$ cat src/design/hold_reset_defines.vh
`ifndef HOLD_RESET_DEFINES_VH
`define HOLD_RESET_DEFINES_VH

// Clock and timing
`define CLK_HZ              125000000
`define SEC_TICKS           (`CLK_HZ)
`define SEC_CNT_W           27
`define DEBOUNCE_MS         10
`define DEBOUNCE_TICKS      ((`CLK_HZ / 1000) * `DEBOUNCE_MS)
`define DEB_CNT_W           21
`define HOLD_W              5
`define HOLD_COUNT_START    5'h01
`define HOLD_RE_SECS        5'h05
`define HOLD_CR_SECS        5'h0a
`define HOLD_FR_SECS        5'h0f
`define HOLD_MAX            5'h1f
`define BOOT_TIMEOUT_SECS   5'h1e
`define VERSION_SHOW_SECS   5'h02

// Register map (byte addresses)
`define ADDR_W              8
`define REG_CTRL            8'h00
`define REG_STATUS          8'h04
`define REG_EVENT           8'h08
`define REG_LOG             8'h0c
`define REG_DISPLAY         8'h10
`define REG_VERSION         8'h14
`define REG_IPADDR          8'h18
`define REG_ID              8'h1c

// Identity value, arbitrary
`define ID_VALUE            32'h5a3c_0001

// Control register fields
`define CTRL_OS_RUN_BIT     0
`define CTRL_IP_SET_BIT     1
`define CTRL_BOOT_OK_BIT    2
`define CTRL_STARTUP_LSB    4
`define CTRL_RESET_VAL      32'h0000_0000

// Application states
`define APP_STOP            2'h0
`define APP_RUN             2'h1
`define APP_LOGIC_STOP      2'h2
`define APP_ERROR           2'h3

// Action codes
`define ACT_NONE            2'h0
`define ACT_CLEAR_EXC       2'h1
`define ACT_CONFIG          2'h2
`define ACT_FACTORY         2'h3

// Display mode codes
`define DISP_BLANK                   4'h0
`define DISP_COUNTDOWN               4'h1
`define DISP_PENDING_MODULE_RESET    4'h2
`define DISP_PENDING_CONFIG_RESET    4'h3
`define DISP_PENDING_FACTORY_RESTORE 4'h4
`define DISP_SCROLL_POINT            4'h5
`define DISP_VERSION                 4'h6
`define DISP_IP                      4'h7
`define DISP_AUTO_ADDRESS            4'h8
`define DISP_BOOT_ERROR              4'h9

// Response codes
`define RESP_OKAY           2'h0
`define RESP_SLVERR         2'h2

`endif

$ cat src/design/hold_time_reset_selector.v
// Register access over AXI4-Lite and the address map are this design's own decisions.
`timescale 1ns/1ps
`include "hold_reset_defines.vh"

module hold_time_reset_selector
#(
  parameter SEC_LEN = `SEC_TICKS,
  parameter DEB_LEN = `DEBOUNCE_TICKS
)
(
  input  wire        mclk,
  input  wire        rstn,
  input  wire        button_n,
  input  wire        enable_switch,
  input  wire        card_present,
  input  wire        image_present,
  input  wire        key_valid,
  input  wire        auth_done,
  input  wire        auth_ok,
  input  wire [1:0]  app_state_in,
  input  wire        app_stopped_ack,
  input  wire [7:0]  s_axi_awaddr,
  input  wire        s_axi_awvalid,
  output reg         s_axi_awready,
  input  wire [31:0] s_axi_wdata,
  input  wire [3:0]  s_axi_wstrb,
  input  wire        s_axi_wvalid,
  output reg         s_axi_wready,
  output reg  [1:0]  s_axi_bresp,
  output reg         s_axi_bvalid,
  input  wire        s_axi_bready,
  input  wire [7:0]  s_axi_araddr,
  input  wire        s_axi_arvalid,
  output reg         s_axi_arready,
  output reg  [31:0] s_axi_rdata,
  output reg  [1:0]  s_axi_rresp,
  output reg         s_axi_rvalid,
  input  wire        s_axi_rready,
  output reg         error_led,
  output reg  [3:0]  display_mode,
  output reg  [2:0]  display_digit,
  output reg         app_halt_req,
  output reg         app_store_req,
  output reg         restore_defaults,
  output reg         delete_user_files,
  output reg         module_reset,
  output reg         stay_stopped,
  output reg  [1:0]  app_state_set,
  output reg         app_state_set_valid,
  output reg         log_valid,
  output reg  [1:0]  log_action
);

  localparam ST_IDLE    = 3'h0;
  localparam ST_HELD    = 3'h1;
  localparam ST_HALT    = 3'h2;
  localparam ST_RESTORE = 3'h3;
  localparam ST_RESET   = 3'h4;

  localparam BT_CHECK   = 3'h0;
  localparam BT_AUTH    = 3'h1;
  localparam BT_BOOT    = 3'h2;
  localparam BT_VERSION = 3'h3;
  localparam BT_RUN     = 3'h4;
  localparam BT_HALTED  = 3'h5;

  function app_active;
    input [1:0] st;
    begin
      app_active = (st == `APP_RUN) || (st == `APP_LOGIC_STOP);
    end
  endfunction

  // Countdown digit: 4 at one second past a stage start, down to 1
  function [2:0] count_digit;
    input [`HOLD_W-1:0] secs;
    input [`HOLD_W-1:0] base;
    begin
      count_digit = 3'h5 - secs[2:0] + base[2:0];
    end
  endfunction

  reg [31:0]            ctrl_reg;
  reg [31:0]            event_reg;
  reg [31:0]            ipaddr_reg;
  reg [7:0]             log_count_reg;
  reg                   btn_meta_reg;
  reg                   btn_sync_reg;
  reg                   btn_deb_reg;
  reg [`DEB_CNT_W-1:0]  deb_cnt_reg;
  reg [`SEC_CNT_W-1:0]  sec_cnt_reg;
  reg                   sec_tick_reg;
  reg [`HOLD_W-1:0]     hold_reg;
  reg [2:0]             state_reg;
  reg [1:0]             action_reg;
  reg [2:0]             boot_reg;
  reg [`HOLD_W-1:0]     boot_secs_reg;
  reg                   boot_err_reg;
  reg                   wr_aw_reg;
  reg                   wr_w_reg;
  reg [7:0]             wr_addr_reg;
  reg [31:0]            wr_data_reg;

  wire pressed = btn_deb_reg & enable_switch;

  // Metastability filter, then a hold-off counter so bounces are not seen as releases
  always @(posedge mclk or negedge rstn)
  begin
    if (!rstn)
    begin
      btn_meta_reg <= 1'b0;
      btn_sync_reg <= 1'b0;
      btn_deb_reg  <= 1'b0;
      deb_cnt_reg  <= {`DEB_CNT_W{1'b0}};
      sec_cnt_reg  <= {`SEC_CNT_W{1'b0}};
      sec_tick_reg <= 1'b0;
    end
    else
    begin
      btn_meta_reg <= ~button_n;
      btn_sync_reg <= btn_meta_reg;
      if (btn_sync_reg == btn_deb_reg)
        deb_cnt_reg <= {`DEB_CNT_W{1'b0}};
      else if (deb_cnt_reg == DEB_LEN - 1)
      begin
        btn_deb_reg <= btn_sync_reg;
        deb_cnt_reg <= {`DEB_CNT_W{1'b0}};
      end
      else
        deb_cnt_reg <= deb_cnt_reg + 1'b1;
      if (sec_cnt_reg == SEC_LEN - 1)
      begin
        sec_cnt_reg  <= {`SEC_CNT_W{1'b0}};
        sec_tick_reg <= 1'b1;
      end
      else
      begin
        sec_cnt_reg  <= sec_cnt_reg + 1'b1;
        sec_tick_reg <= 1'b0;
      end
    end
  end

  // Pushbutton action sequencer
  always @(posedge mclk or negedge rstn)
  begin
    if (!rstn)
    begin
      state_reg         <= ST_IDLE;
      hold_reg          <= {`HOLD_W{1'b0}};
      action_reg        <= `ACT_NONE;
      app_halt_req      <= 1'b0;
      app_store_req     <= 1'b0;
      restore_defaults  <= 1'b0;
      delete_user_files <= 1'b0;
      module_reset      <= 1'b0;
      stay_stopped      <= 1'b0;
      log_valid         <= 1'b0;
      log_action        <= `ACT_NONE;
      log_count_reg     <= 8'h00;
    end
    else
    begin
      log_valid <= 1'b0;
      case (state_reg)
        ST_IDLE:
        begin
          hold_reg <= {`HOLD_W{1'b0}};
          if (pressed && boot_reg == BT_RUN)
            state_reg <= ST_HELD;
        end
        ST_HELD:
        begin
          if (pressed)
          begin
            if (sec_tick_reg && hold_reg != `HOLD_MAX)
              hold_reg <= hold_reg + 1'b1;
          end
          else
          begin
            // Release: strength chosen by the last pending code reached
            if (hold_reg >= `HOLD_FR_SECS)
              action_reg <= `ACT_FACTORY;
            else if (hold_reg >= `HOLD_CR_SECS)
              action_reg <= `ACT_CONFIG;
            else if (hold_reg >= `HOLD_RE_SECS)
              action_reg <= `ACT_CLEAR_EXC;
            else
              action_reg <= `ACT_NONE;
            if (hold_reg >= `HOLD_RE_SECS)
              state_reg <= ST_HALT;
            else
              state_reg <= ST_IDLE;
          end
        end
        ST_HALT:
        begin
          if (log_count_reg == 8'h00 || !app_halt_req)
          begin
            log_valid     <= 1'b1;
            log_action    <= action_reg;
            log_count_reg <= log_count_reg + 1'b1;
          end
          if (app_active(app_state_in) && !app_stopped_ack)
          begin
            app_halt_req  <= 1'b1;
            app_store_req <= (action_reg != `ACT_CLEAR_EXC);
          end
          else
          begin
            app_halt_req <= 1'b0;
            state_reg    <= (action_reg == `ACT_CLEAR_EXC) ? ST_RESET : ST_RESTORE;
          end
        end
        ST_RESTORE:
        begin
          restore_defaults  <= 1'b1;
          delete_user_files <= (action_reg == `ACT_FACTORY);
          stay_stopped      <= 1'b1;
          state_reg         <= ST_RESET;
        end
        ST_RESET:
        begin
          module_reset <= 1'b1;
        end
        default:
          state_reg <= ST_IDLE;
      endcase
    end
  end

  // Startup sequence and front display
  always @(posedge mclk or negedge rstn)
  begin
    if (!rstn)
    begin
      boot_reg            <= BT_CHECK;
      boot_secs_reg       <= {`HOLD_W{1'b0}};
      boot_err_reg        <= 1'b0;
      error_led           <= 1'b1;
      display_mode        <= `DISP_BLANK;
      display_digit       <= 3'h0;
      app_state_set       <= `APP_STOP;
      app_state_set_valid <= 1'b0;
    end
    else
    begin
      app_state_set_valid <= 1'b0;
      case (boot_reg)
        BT_CHECK:
        begin
          if (card_present && image_present && key_valid)
            boot_reg <= BT_AUTH;
          else
            boot_reg <= BT_CHECK;
        end
        BT_AUTH:
        begin
          if (auth_done && auth_ok)
          begin
            boot_reg      <= BT_BOOT;
            error_led     <= 1'b0;
            boot_secs_reg <= {`HOLD_W{1'b0}};
          end
          else if (auth_done)
            boot_reg <= BT_HALTED;
        end
        BT_BOOT:
        begin
          display_mode <= `DISP_SCROLL_POINT;
          if (ctrl_reg[`CTRL_OS_RUN_BIT])
          begin
            boot_reg      <= BT_VERSION;
            boot_secs_reg <= {`HOLD_W{1'b0}};
          end
          else if (boot_secs_reg >= `BOOT_TIMEOUT_SECS)
          begin
            boot_err_reg <= 1'b1;
            boot_reg     <= BT_HALTED;
          end
          else if (sec_tick_reg)
            boot_secs_reg <= boot_secs_reg + 1'b1;
        end
        BT_VERSION:
        begin
          display_mode <= `DISP_VERSION;
          // Tick is free-running, so one extra tick guarantees the full show time
          if (boot_secs_reg > `VERSION_SHOW_SECS)
          begin
            boot_reg            <= BT_RUN;
            app_state_set       <= ctrl_reg[`CTRL_STARTUP_LSB+1:`CTRL_STARTUP_LSB];
            app_state_set_valid <= 1'b1;
          end
          else if (sec_tick_reg)
            boot_secs_reg <= boot_secs_reg + 1'b1;
        end
        BT_RUN:
        begin
          display_digit <= 3'h0;
          if (state_reg == ST_HELD && hold_reg >= `HOLD_FR_SECS)
            display_mode <= `DISP_PENDING_FACTORY_RESTORE;
          else if (state_reg == ST_HELD && hold_reg > `HOLD_CR_SECS)
          begin
            display_mode  <= `DISP_COUNTDOWN;
            display_digit <= count_digit(hold_reg, `HOLD_CR_SECS);
          end
          else if (state_reg == ST_HELD && hold_reg == `HOLD_CR_SECS)
            display_mode <= `DISP_PENDING_CONFIG_RESET;
          else if (state_reg == ST_HELD && hold_reg > `HOLD_RE_SECS)
          begin
            display_mode  <= `DISP_COUNTDOWN;
            display_digit <= count_digit(hold_reg, `HOLD_RE_SECS);
          end
          else if (state_reg == ST_HELD && hold_reg == `HOLD_RE_SECS)
            display_mode <= `DISP_PENDING_MODULE_RESET;
          else if (state_reg == ST_HELD && hold_reg >= `HOLD_COUNT_START)
          begin
            display_mode  <= `DISP_COUNTDOWN;
            display_digit <= count_digit(hold_reg, {`HOLD_W{1'b0}});
          end
          else if (ctrl_reg[`CTRL_IP_SET_BIT])
            display_mode <= `DISP_IP;
          else
            display_mode <= `DISP_AUTO_ADDRESS;
        end
        BT_HALTED:
        begin
          error_led    <= 1'b1;
          display_mode <= boot_err_reg ? `DISP_BOOT_ERROR : `DISP_BLANK;
        end
        default:
          boot_reg <= BT_CHECK;
      endcase
    end
  end

  // AXI4-Lite slave: one access per channel pair, answer one cycle after both halves
  always @(posedge mclk or negedge rstn)
  begin
    if (!rstn)
    begin
      s_axi_awready <= 1'b0;
      s_axi_wready  <= 1'b0;
      s_axi_bvalid  <= 1'b0;
      s_axi_bresp   <= `RESP_OKAY;
      s_axi_arready <= 1'b0;
      s_axi_rvalid  <= 1'b0;
      s_axi_rresp   <= `RESP_OKAY;
      s_axi_rdata   <= 32'h0000_0000;
      wr_aw_reg     <= 1'b0;
      wr_w_reg      <= 1'b0;
      wr_addr_reg   <= 8'h00;
      wr_data_reg   <= 32'h0000_0000;
      ctrl_reg      <= `CTRL_RESET_VAL;
      ipaddr_reg    <= 32'h0000_0000;
    end
    else
    begin
      s_axi_awready <= s_axi_awvalid && !wr_aw_reg && !s_axi_awready && !s_axi_bvalid;
      s_axi_wready  <= s_axi_wvalid && !wr_w_reg && !s_axi_wready && !s_axi_bvalid;
      if (s_axi_awvalid && s_axi_awready)
      begin
        wr_aw_reg   <= 1'b1;
        wr_addr_reg <= s_axi_awaddr;
      end
      if (s_axi_wvalid && s_axi_wready)
      begin
        wr_w_reg    <= 1'b1;
        wr_data_reg <= s_axi_wdata;
      end
      if (wr_aw_reg && wr_w_reg && !s_axi_bvalid)
      begin
        wr_aw_reg    <= 1'b0;
        wr_w_reg     <= 1'b0;
        s_axi_bvalid <= 1'b1;
        s_axi_bresp  <= `RESP_OKAY;
        if (wr_addr_reg == `REG_CTRL)
          ctrl_reg <= wr_data_reg;
        else if (wr_addr_reg == `REG_IPADDR)
          ipaddr_reg <= wr_data_reg;
        else if (wr_addr_reg != `REG_EVENT)
          s_axi_bresp <= `RESP_SLVERR;
      end
      else if (s_axi_bvalid && s_axi_bready)
        s_axi_bvalid <= 1'b0;
      // Defaults restored on configuration or factory action
      if (restore_defaults)
      begin
        ctrl_reg   <= `CTRL_RESET_VAL;
        ipaddr_reg <= 32'h0000_0000;
      end
      s_axi_arready <= s_axi_arvalid && !s_axi_arready && !s_axi_rvalid;
      if (s_axi_arvalid && s_axi_arready)
      begin
        s_axi_rvalid <= 1'b1;
        s_axi_rresp  <= `RESP_OKAY;
        case (s_axi_araddr)
          `REG_CTRL:    s_axi_rdata <= ctrl_reg;
          `REG_STATUS:  s_axi_rdata <= {20'h0_0000, boot_err_reg, error_led, boot_reg,
                                        state_reg, action_reg, app_halt_req, module_reset};
          `REG_EVENT:   s_axi_rdata <= event_reg;
          `REG_LOG:     s_axi_rdata <= {22'h00_0000, log_action, log_count_reg};
          `REG_DISPLAY: s_axi_rdata <= {25'h000_0000, display_digit, display_mode};
          `REG_VERSION: s_axi_rdata <= 32'h0000_0000;
          `REG_IPADDR:  s_axi_rdata <= ipaddr_reg;
          `REG_ID:      s_axi_rdata <= `ID_VALUE;
          default:
          begin
            s_axi_rdata <= 32'h0000_0000;
            s_axi_rresp <= `RESP_SLVERR;
          end
        endcase
      end
      else if (s_axi_rvalid && s_axi_rready)
        s_axi_rvalid <= 1'b0;
    end
  end

  // Event word: live hold seconds (cleared in idle) and action chosen at the last release
  always @(posedge mclk or negedge rstn)
  begin
    if (!rstn)
      event_reg <= 32'h0000_0000;
    else
      event_reg <= {25'h000_0000, hold_reg, action_reg};
  end

endmodule

$ cat config.mk
export PLATFORM = sky130hd
export DESIGN_NAME = hold_time_reset_selector
export DESIGN_NICKNAME = d
export VERILOG_FILES = /design/src/design/hold_time_reset_selector.v
export VERILOG_INCLUDE_DIRS = /design/src /design/src/design
export SDC_FILE = /design/constraint.sdc
export NUM_CORES = 1
export LEC_CHECK = 0
export ABC_AREA = 0
export BUFFER_PORTS_ARGS = -buffer_cell sky130_fd_sc_hd__buf_2
export CORE_MARGIN = 2
export CORE_UTILIZATION = 30
export CTS_BUF_LIST = sky130_fd_sc_hd__clkbuf_8 sky130_fd_sc_hd__clkbuf_16
export DETAILED_ROUTE_END_ITERATION = 10
export GPL_TIMING_DRIVEN = 0
export MAX_ROUTING_LAYER = met4
export SETUP_SLACK_MARGIN = 0.2
export SYNTH_ARGS = -nofsm -noshare
export SYNTH_HDL_FRONTEND = slang
export SYNTH_SLANG_ARGS = --single-unit
export TNS_END_PERCENT = 5
$ cat constraint.sdc
create_clock -name mclk -period 3.4 [get_ports mclk]
set_input_delay 1.02 -clock mclk [delete_from_list [all_inputs] [get_ports mclk]]
set_output_delay 1.02 -clock mclk [all_outputs]
set_load 0.02 [all_outputs]
==> flow_metrics.tcl, run 1 <==
set metrics [dict create \
    coreArea_sq_um 37800 \
    insertion_delay_ps 550 \
    dr.pass1.iters 5 \
    combPwrFrac_pct 11.6 \
    wirelength_microns 30200 \
    hpwl_microns 21800 \
    critPathMaxFanout 10 \
    grt_overflow 0 \
    finalCritPeriodShare_pct 83.6 \
    dp.cells 1755 \
    p_leak_nw 6.17 \
    final_cells 1810 \
    hp-class "input pin to async pin" \
    port_buffers 122 \
    track_usage_pct 15.7 \
    grtUsageMet1_pct 21.8 \
    fmax_mhz 352 \
    yosysSeqAreaShare_pct 54.3 \
    antenna_found_initial 1 \
    critPathSlowestCell "clkbuf_1" \
    cts_max_level 1 \
    slowest_delay_ps 490 \
    place_ws_ps -14.3 \
    arrival_ps 3250 \
    rows 71 \
    slew_violations 0 \
    critPathKind "input pin to flip-flop" \
    syn_area_per_cell_sq_um 10.3 \
    drt_iter0_drc 465 \
    worst-path-buf-inv 4 \
    slew_headroom_pct 28.9 \
    cts_setup_buffers 0 \
    endpoint_kind "flip-flop" \
    ant_nets 0 \
    area_growth_pct 20.2 \
    sw_frac_of_total_pct 26.6 \
    period_needed_ps 2840 \
    io-pin-count 130 \
    p_int_mw 5.89 \
    cts_buffer_depth 3 \
    critPathTopFamily "buffers and inverters" \
    via_per_inst 4.87 \
    power_frac_clock_pct 40.3 \
    n_fill_cell 3738 \
    grt_pass1_vias 8821 \
    ir_worst_vdd_mv 0.318 \
    cts_root_buf "clkbuf_16" \
    numCtsBuffers 29 \
    die_h_microns 200 \
    hold_violations 0 \
    vias 8822 \
    final_util_pct 36.7 \
    synth-seq-cells 250 \
    synth_edf_count 0 \
    status "finished, final reports clean" \
    postCtsResizedCells 0 \
    gr-max-usage-layer "met2" \
    worst_path_most_repeated_cell "clkbuf_1" \
    ys_types 65 \
    start_kind "input pin" \
    die-area_sq_um 40000 \
    setup_viol 0 \
    grt_max_degree 115 \
    cts_sinks 250 \
    p_switching_mw 2.13 \
    final_nets 1363 \
    netlist_area_sq_um 11500 \
    grt.met3_usage_pct 2.07 \
    ys.flop_type "dfrtp_1" \
    grt_pass1_wl_microns 48400 \
    yosys_warnings 0 \
    drv_cap 0 \
    required_ps 3810 \
    p_seq_share_pct 48.1 \
    crit_chain "clkbuf_1 -> nor2b_1 -> clkbuf_1 -> a21oi_1 -> nand2_1 -> clkbuf_1 -> clkbuf_1 -> o21ai_1" \
    worstMarginPinSlew_ps 1060 \
    drive_gt1_share_pct 18.4 \
    syn_inst 1119 \
    die-width_microns 200 \
    gr-usage-met2_pct 24.0 \
    fin_ws_ps 556 \
    fin_skew_ps 11.4 \
    power.density_nw_per_um2 579 \
    drc_errors 0 \
    postSynth.asyncResetShare_pct 100 \
    gp_congestion 0.908 \
    rsz0062_at_grt "no" \
    cts_hold_buf 0 \
    avgRoutedWirePerCell_microns 16.7 \
    start_util_pct 30.5 \
    clkTransAtPathRegs_ps 60 \
    cts_tree "built" \
    total_power_mw 8.02 \
]
==> cells in the final DEF (no fill, tap or decap), types with 8 or more instances in the layout <==
| master | synthesis | final |
|---|---|---|
| buf_2 | 3 | 124 |
| clkinv_2 | 0 | 8 |
| inv_1 | 25 | 28 |
| nor4_1 | 8 | 8 |
| xor2_1 | 27 | 27 |
| nand3_1 | 24 | 24 |
| nor3_1 | 11 | 11 |
| clkbuf_16 | 0 | 29 |
| dfrtp_1 | 249 | 249 |
| a31oi_1 | 9 | 9 |
| ha_1 | 19 | 19 |
| a21oi_1 | 58 | 58 |
| o21ai_1 | 29 | 29 |
| xnor2_1 | 25 | 25 |
| nand2_1 | 154 | 154 |
| nor2b_1 | 9 | 9 |
| a22oi_1 | 35 | 35 |
| and3_1 | 9 | 9 |
| a22o_1 | 18 | 18 |
| o21ai_0 | 41 | 41 |
| mux2i_1 | 39 | 39 |
| mux2_2 | 43 | 43 |
| clkbuf_1 | 50 | 50 |
| nor4b_1 | 8 | 8 |
| nand4_1 | 19 | 19 |
| nor2_1 | 114 | 114 |
==> per-stage QoR <==
| stage | area (sq um) | hold slack, ps | setup TNS [ps] |
|---|---|---|---|
| final | 13800 | 349 | 0 |
| after global placement | 12800 | 337 | -825570 |
| after CTS | 13800 | 348 | 0 |
| after detailed placement | 12800 | 339 | -72.6 |
| after floorplan | 11500 | 331 | 0 |
| after global routing | 13800 | 355 | 0 |
==> final timing paths <==
kind                       slack (ps)  cells past startpoint                     endpoint                       start
setup reg to reg                  640                      6     ctrl_reg[30]$_DFFE_PN0P_  wr_addr_reg[2]$_DFFE_PN0P_
max in group asynchronous        1720                      3     deb_cnt_reg[0]$_DFF_PN0_                        rstn
hold / removal                    350                      1  s_axi_rdata[27]$_DFFE_PN0P_                        rstn
min in group mclk                 350                      0       btn_sync_reg$_DFF_PN0_      btn_meta_reg$_DFF_PN0_
hold reg to reg                   350                      0       btn_sync_reg$_DFF_PN0_      btn_meta_reg$_DFF_PN0_
setup / recovery                  560                      8  s_axi_rdata[15]$_DFFE_PN0P_             s_axi_araddr[4]
==> per-layer routing <==
layer,up-vias,part of all wire (%)
met5,-,0
met4,0,2.7
met3,44,4.3
met2,179,45
met1,4345,48
li1,4254,-
==> power groups by stage <==
stage          sequential (mW)  combinational, mW  clock, mW
6_report                  3.85              0.930       3.23
5_1_grt                   3.91               1.05       3.44
4_1_cts                   3.86              0.949       3.30
3_5_place_dp              3.91              0.948          0
3_3_place_gp              3.89              0.905          0
2_1_floorplan             3.80              0.608          0
==> kinds of logic (layout without fill, tap and decap cells) <==
logic type | after synthesis | in the layout | share of synthesized area [%]
other | 1 | 3 | 0.0326
xor gates and xnor gates | 52 | 52 | 3.95
and+or+nand+nor | 402 | 402 | 16.4
buffers and inverters | 85 | 263 | 2.90
adders and majority gates | 19 | 19 | 2.06
AOI/OAI and AO/OA | 225 | 225 | 12.3
DFF | 250 | 250 | 54.3
muxes | 85 | 85 | 7.98
==> worst reg2reg max path, cell delays in order, from the launching register on <==
cell	delay, ps
dfrtp_1	380
nor4_1	430
nand2_1	210
nor4_1	890
clkbuf_1	500
nand2_1	100
a21oi_1	160
==> cells in the mapped netlist, types with 27 or more instances <==
library cell  count  area (sq um)
dfrtp_1         249          6230
nand2_1         154           578
nor2_1          114           428
a21oi_1          58           290
clkbuf_1         50           188
mux2_2           43           484
o21ai_0          41           205
mux2i_1          39           390
a22oi_1          35           263
o21ai_1          29           145
xor2_1           27           236
==> area by class of cell <==
cell class | instances | area, sq um | area share [%]
inverter | 25 | 93.8 | 0.678
clock inverter | 20 | 211 | 1.53
multi-input combinational | 785 | 4930 | 35.6
sequential | 250 | 6260 | 45.2
clock buffer | 34 | 795 | 5.74
buffer | 60 | 240 | 1.74
timing repair buffer | 124 | 676 | 4.88
tap | 511 | 639 | 4.62
antenna | 1 | 2.50 | 0.0181
Power figures use the tool's default switching activity.
==> run 2, diff against run 1 <==
clock period = 2.9 ns   (was 3.4 ns; I/O delays follow)
==> run 2 against run 1 <==
  * Flip-flop and latch count unchanged
  * Critical path depth unchanged
  * Total power up 17%
  * Via count up 0.19%
  * Final area about the same
  * First-iteration DRC count down 0.65%
  * Non-clock buffer count unchanged
  * Worst setup slack worse by 350 ps
  * Sequential power up 17%
  * Largest cell class unchanged
==> flow_metrics.tcl, run 2 (same netlist as run 1, synthesis figures left out) <==
set metrics [dict create \
    whs_ps 201 \
    grt_pass1_vias 8821 \
    finish.instance_area_sq_um 13900 \
    gp_congestion 0.908 \
    seqCellArea_sq_um 6260 \
    power.density_nw_per_um2 679 \
    n_fill_cell 3737 \
    arrival_ps 3110 \
    regToRegStartpoint "hold_reg[4]$_DFFE_PN0P_" \
    track_usage_pct 15.7 \
    multi_input_area_sq_um 4940 \
    die_h_microns 200 \
    r2r_cells 7 \
    insertion_delay_ps 550 \
    final_cell_mix "249 x dfrtp_1, 154 x nand2_1, 124 x buf_2" \
    critPathMaxFanout 10 \
    period_needed_ps 2700 \
    drc_errors 0 \
    cts_sinks 250 \
    required_ps 3310 \
    grt_pass1_wl_microns 48400 \
    cts_tree "built" \
    layout_commonest_cell "dfrtp_1" \
    hold_violations 0 \
    drv_cap 0 \
    vias 8839 \
    start_util_pct 30.5 \
    slew_violations 0 \
    r2r-end "display_digit[1]$_DFFE_PN0P_" \
    cts_max_level 1 \
    cts_hold_buf 0 \
    cts_setup_buffers 0 \
    rows 71 \
    die-area_sq_um 40000 \
    start_kind "input pin" \
    finalCritPeriodShare_pct 93.1 \
    cts_root_buf "clkbuf_16" \
    fin_skew_ps 11.2 \
    place_ws_ps -364 \
    grt_overflow 0 \
    reg2reg_slack_ps 380 \
    fmax_mhz 371 \
    setup_viol 0 \
    total_power_mw 9.41 \
    rsz0062_at_grt "yes" \
    ant_nets 0 \
    dpl-instance-area_sq_um 12800 \
    drive_gt1_share_pct 18.6 \
    io-pin-count 130 \
    coreArea_sq_um 37800 \
    fin_ws_ps 201 \
    status "finished, final reports clean" \
    via_per_inst 4.88 \
    avgRoutedWirePerCell_microns 16.7 \
    dr.pass1.iters 5 \
    endpoint_kind "flip-flop" \
    critPathKind "input pin to flip-flop" \
    die-width_microns 200 \
    antenna_found_initial 1 \
    ir_worst_vdd_mv 0.373 \
    cts_buffer_depth 3 \
    port_buffers 122 \
    p_leak_nw 6.17 \
    slew_headroom_pct 38.0 \
    numCtsBuffers 29 \
    wirelength_microns 30200 \
    worstMarginPinSlew_ps 922 \
    hpwl_microns 21800 \
    clkTransAtPathRegs_ps 60 \
    final_nets 1363 \
    drt_iter0_drc 462 \
    grt_max_degree 115 \
    hp-class "input pin to async pin" \
    area_growth_pct 20.3 \
]
[run 2: worst max path at each step]
stage | startpoint | endpoint | slack (ps) | cells past startpoint
6_report | s_axi_araddr[4] | s_axi_rdata[15]$_DFFE_PN0P_ | 200 | 8
5_1_grt | s_axi_araddr[4] | s_axi_rdata[11]$_DFFE_PN0P_ | 10 | 8
4_1_cts | wr_addr_reg[2]$_DFFE_PN0P_ | ipaddr_reg[3]$_DFFE_PN0P_ | 120 | 6
3_5_place_dp | s_axi_araddr[4] | s_axi_rdata[14]$_DFFE_PN0P_ | -360 | 8
3_3_place_gp | rstn | deb_cnt_reg[1]$_DFF_PN0_ | -3680 | 1
2_1_floorplan | s_axi_araddr[4] | s_axi_rdata[10]$_DFFE_PN0P_ | 500 | 8
[run 2: timing repair]
action	CTS	global route
hold endpoints to repair	0	0
resized for setup	1	1
setup endpoints to repair	60	63
[run 2: layout make-up]
cell class                 instances  share of cell area [%]
buffer                            60                    1.73
clock buffer                      34                    5.73
timing repair buffer             124                    4.88
tap                              511                    4.61
antenna                            1                  0.0181
inverter                          25                   0.677
clock inverter                    20                    1.53
sequential                       250                    45.2
multi-input combinational        785                    35.7
[run 2: through the flow]
stage / TNS [ps] / util (%) / instances
floorplan: 0 / - / 1120
finish: 0 / 36.7 / 1810
global placement: -915670 / 33.8 / 1753
CTS: 0 / 36.7 / 1809
global route: 0 / 36.7 / 1810
detailed placement: -3650 / 34.0 / 1755
[run 2: critical path: stages]
cell and delay (ps):
clkbuf_1 380, nor2b_1 190, clkbuf_1 290, a21oi_1 160, nand2_1 120, clkbuf_1 440, clkbuf_1 490, o21ai_1 150
[run 2: report_power, final]
part	total (mW)	internal, mW	switching [mW]
registers	4.52	4.05	0.470
clock network	3.79	2.31	1.48
logic	1.10	0.543	0.552
total	9.41	6.90	2.50
[run 2: per-layer routing]
| layer | track usage (%) | part of all wire (%) | vias up |
|---|---|---|---|
| li1 | - | - | 4255 |
| met1 | 21.8 | 47 | 4355 |
| met2 | 24.0 | 45 | 185 |
| met3 | 2.07 | 4.5 | 44 |
| met4 | 4.83 | 2.7 | 0 |
| met5 | - | 0 | - |
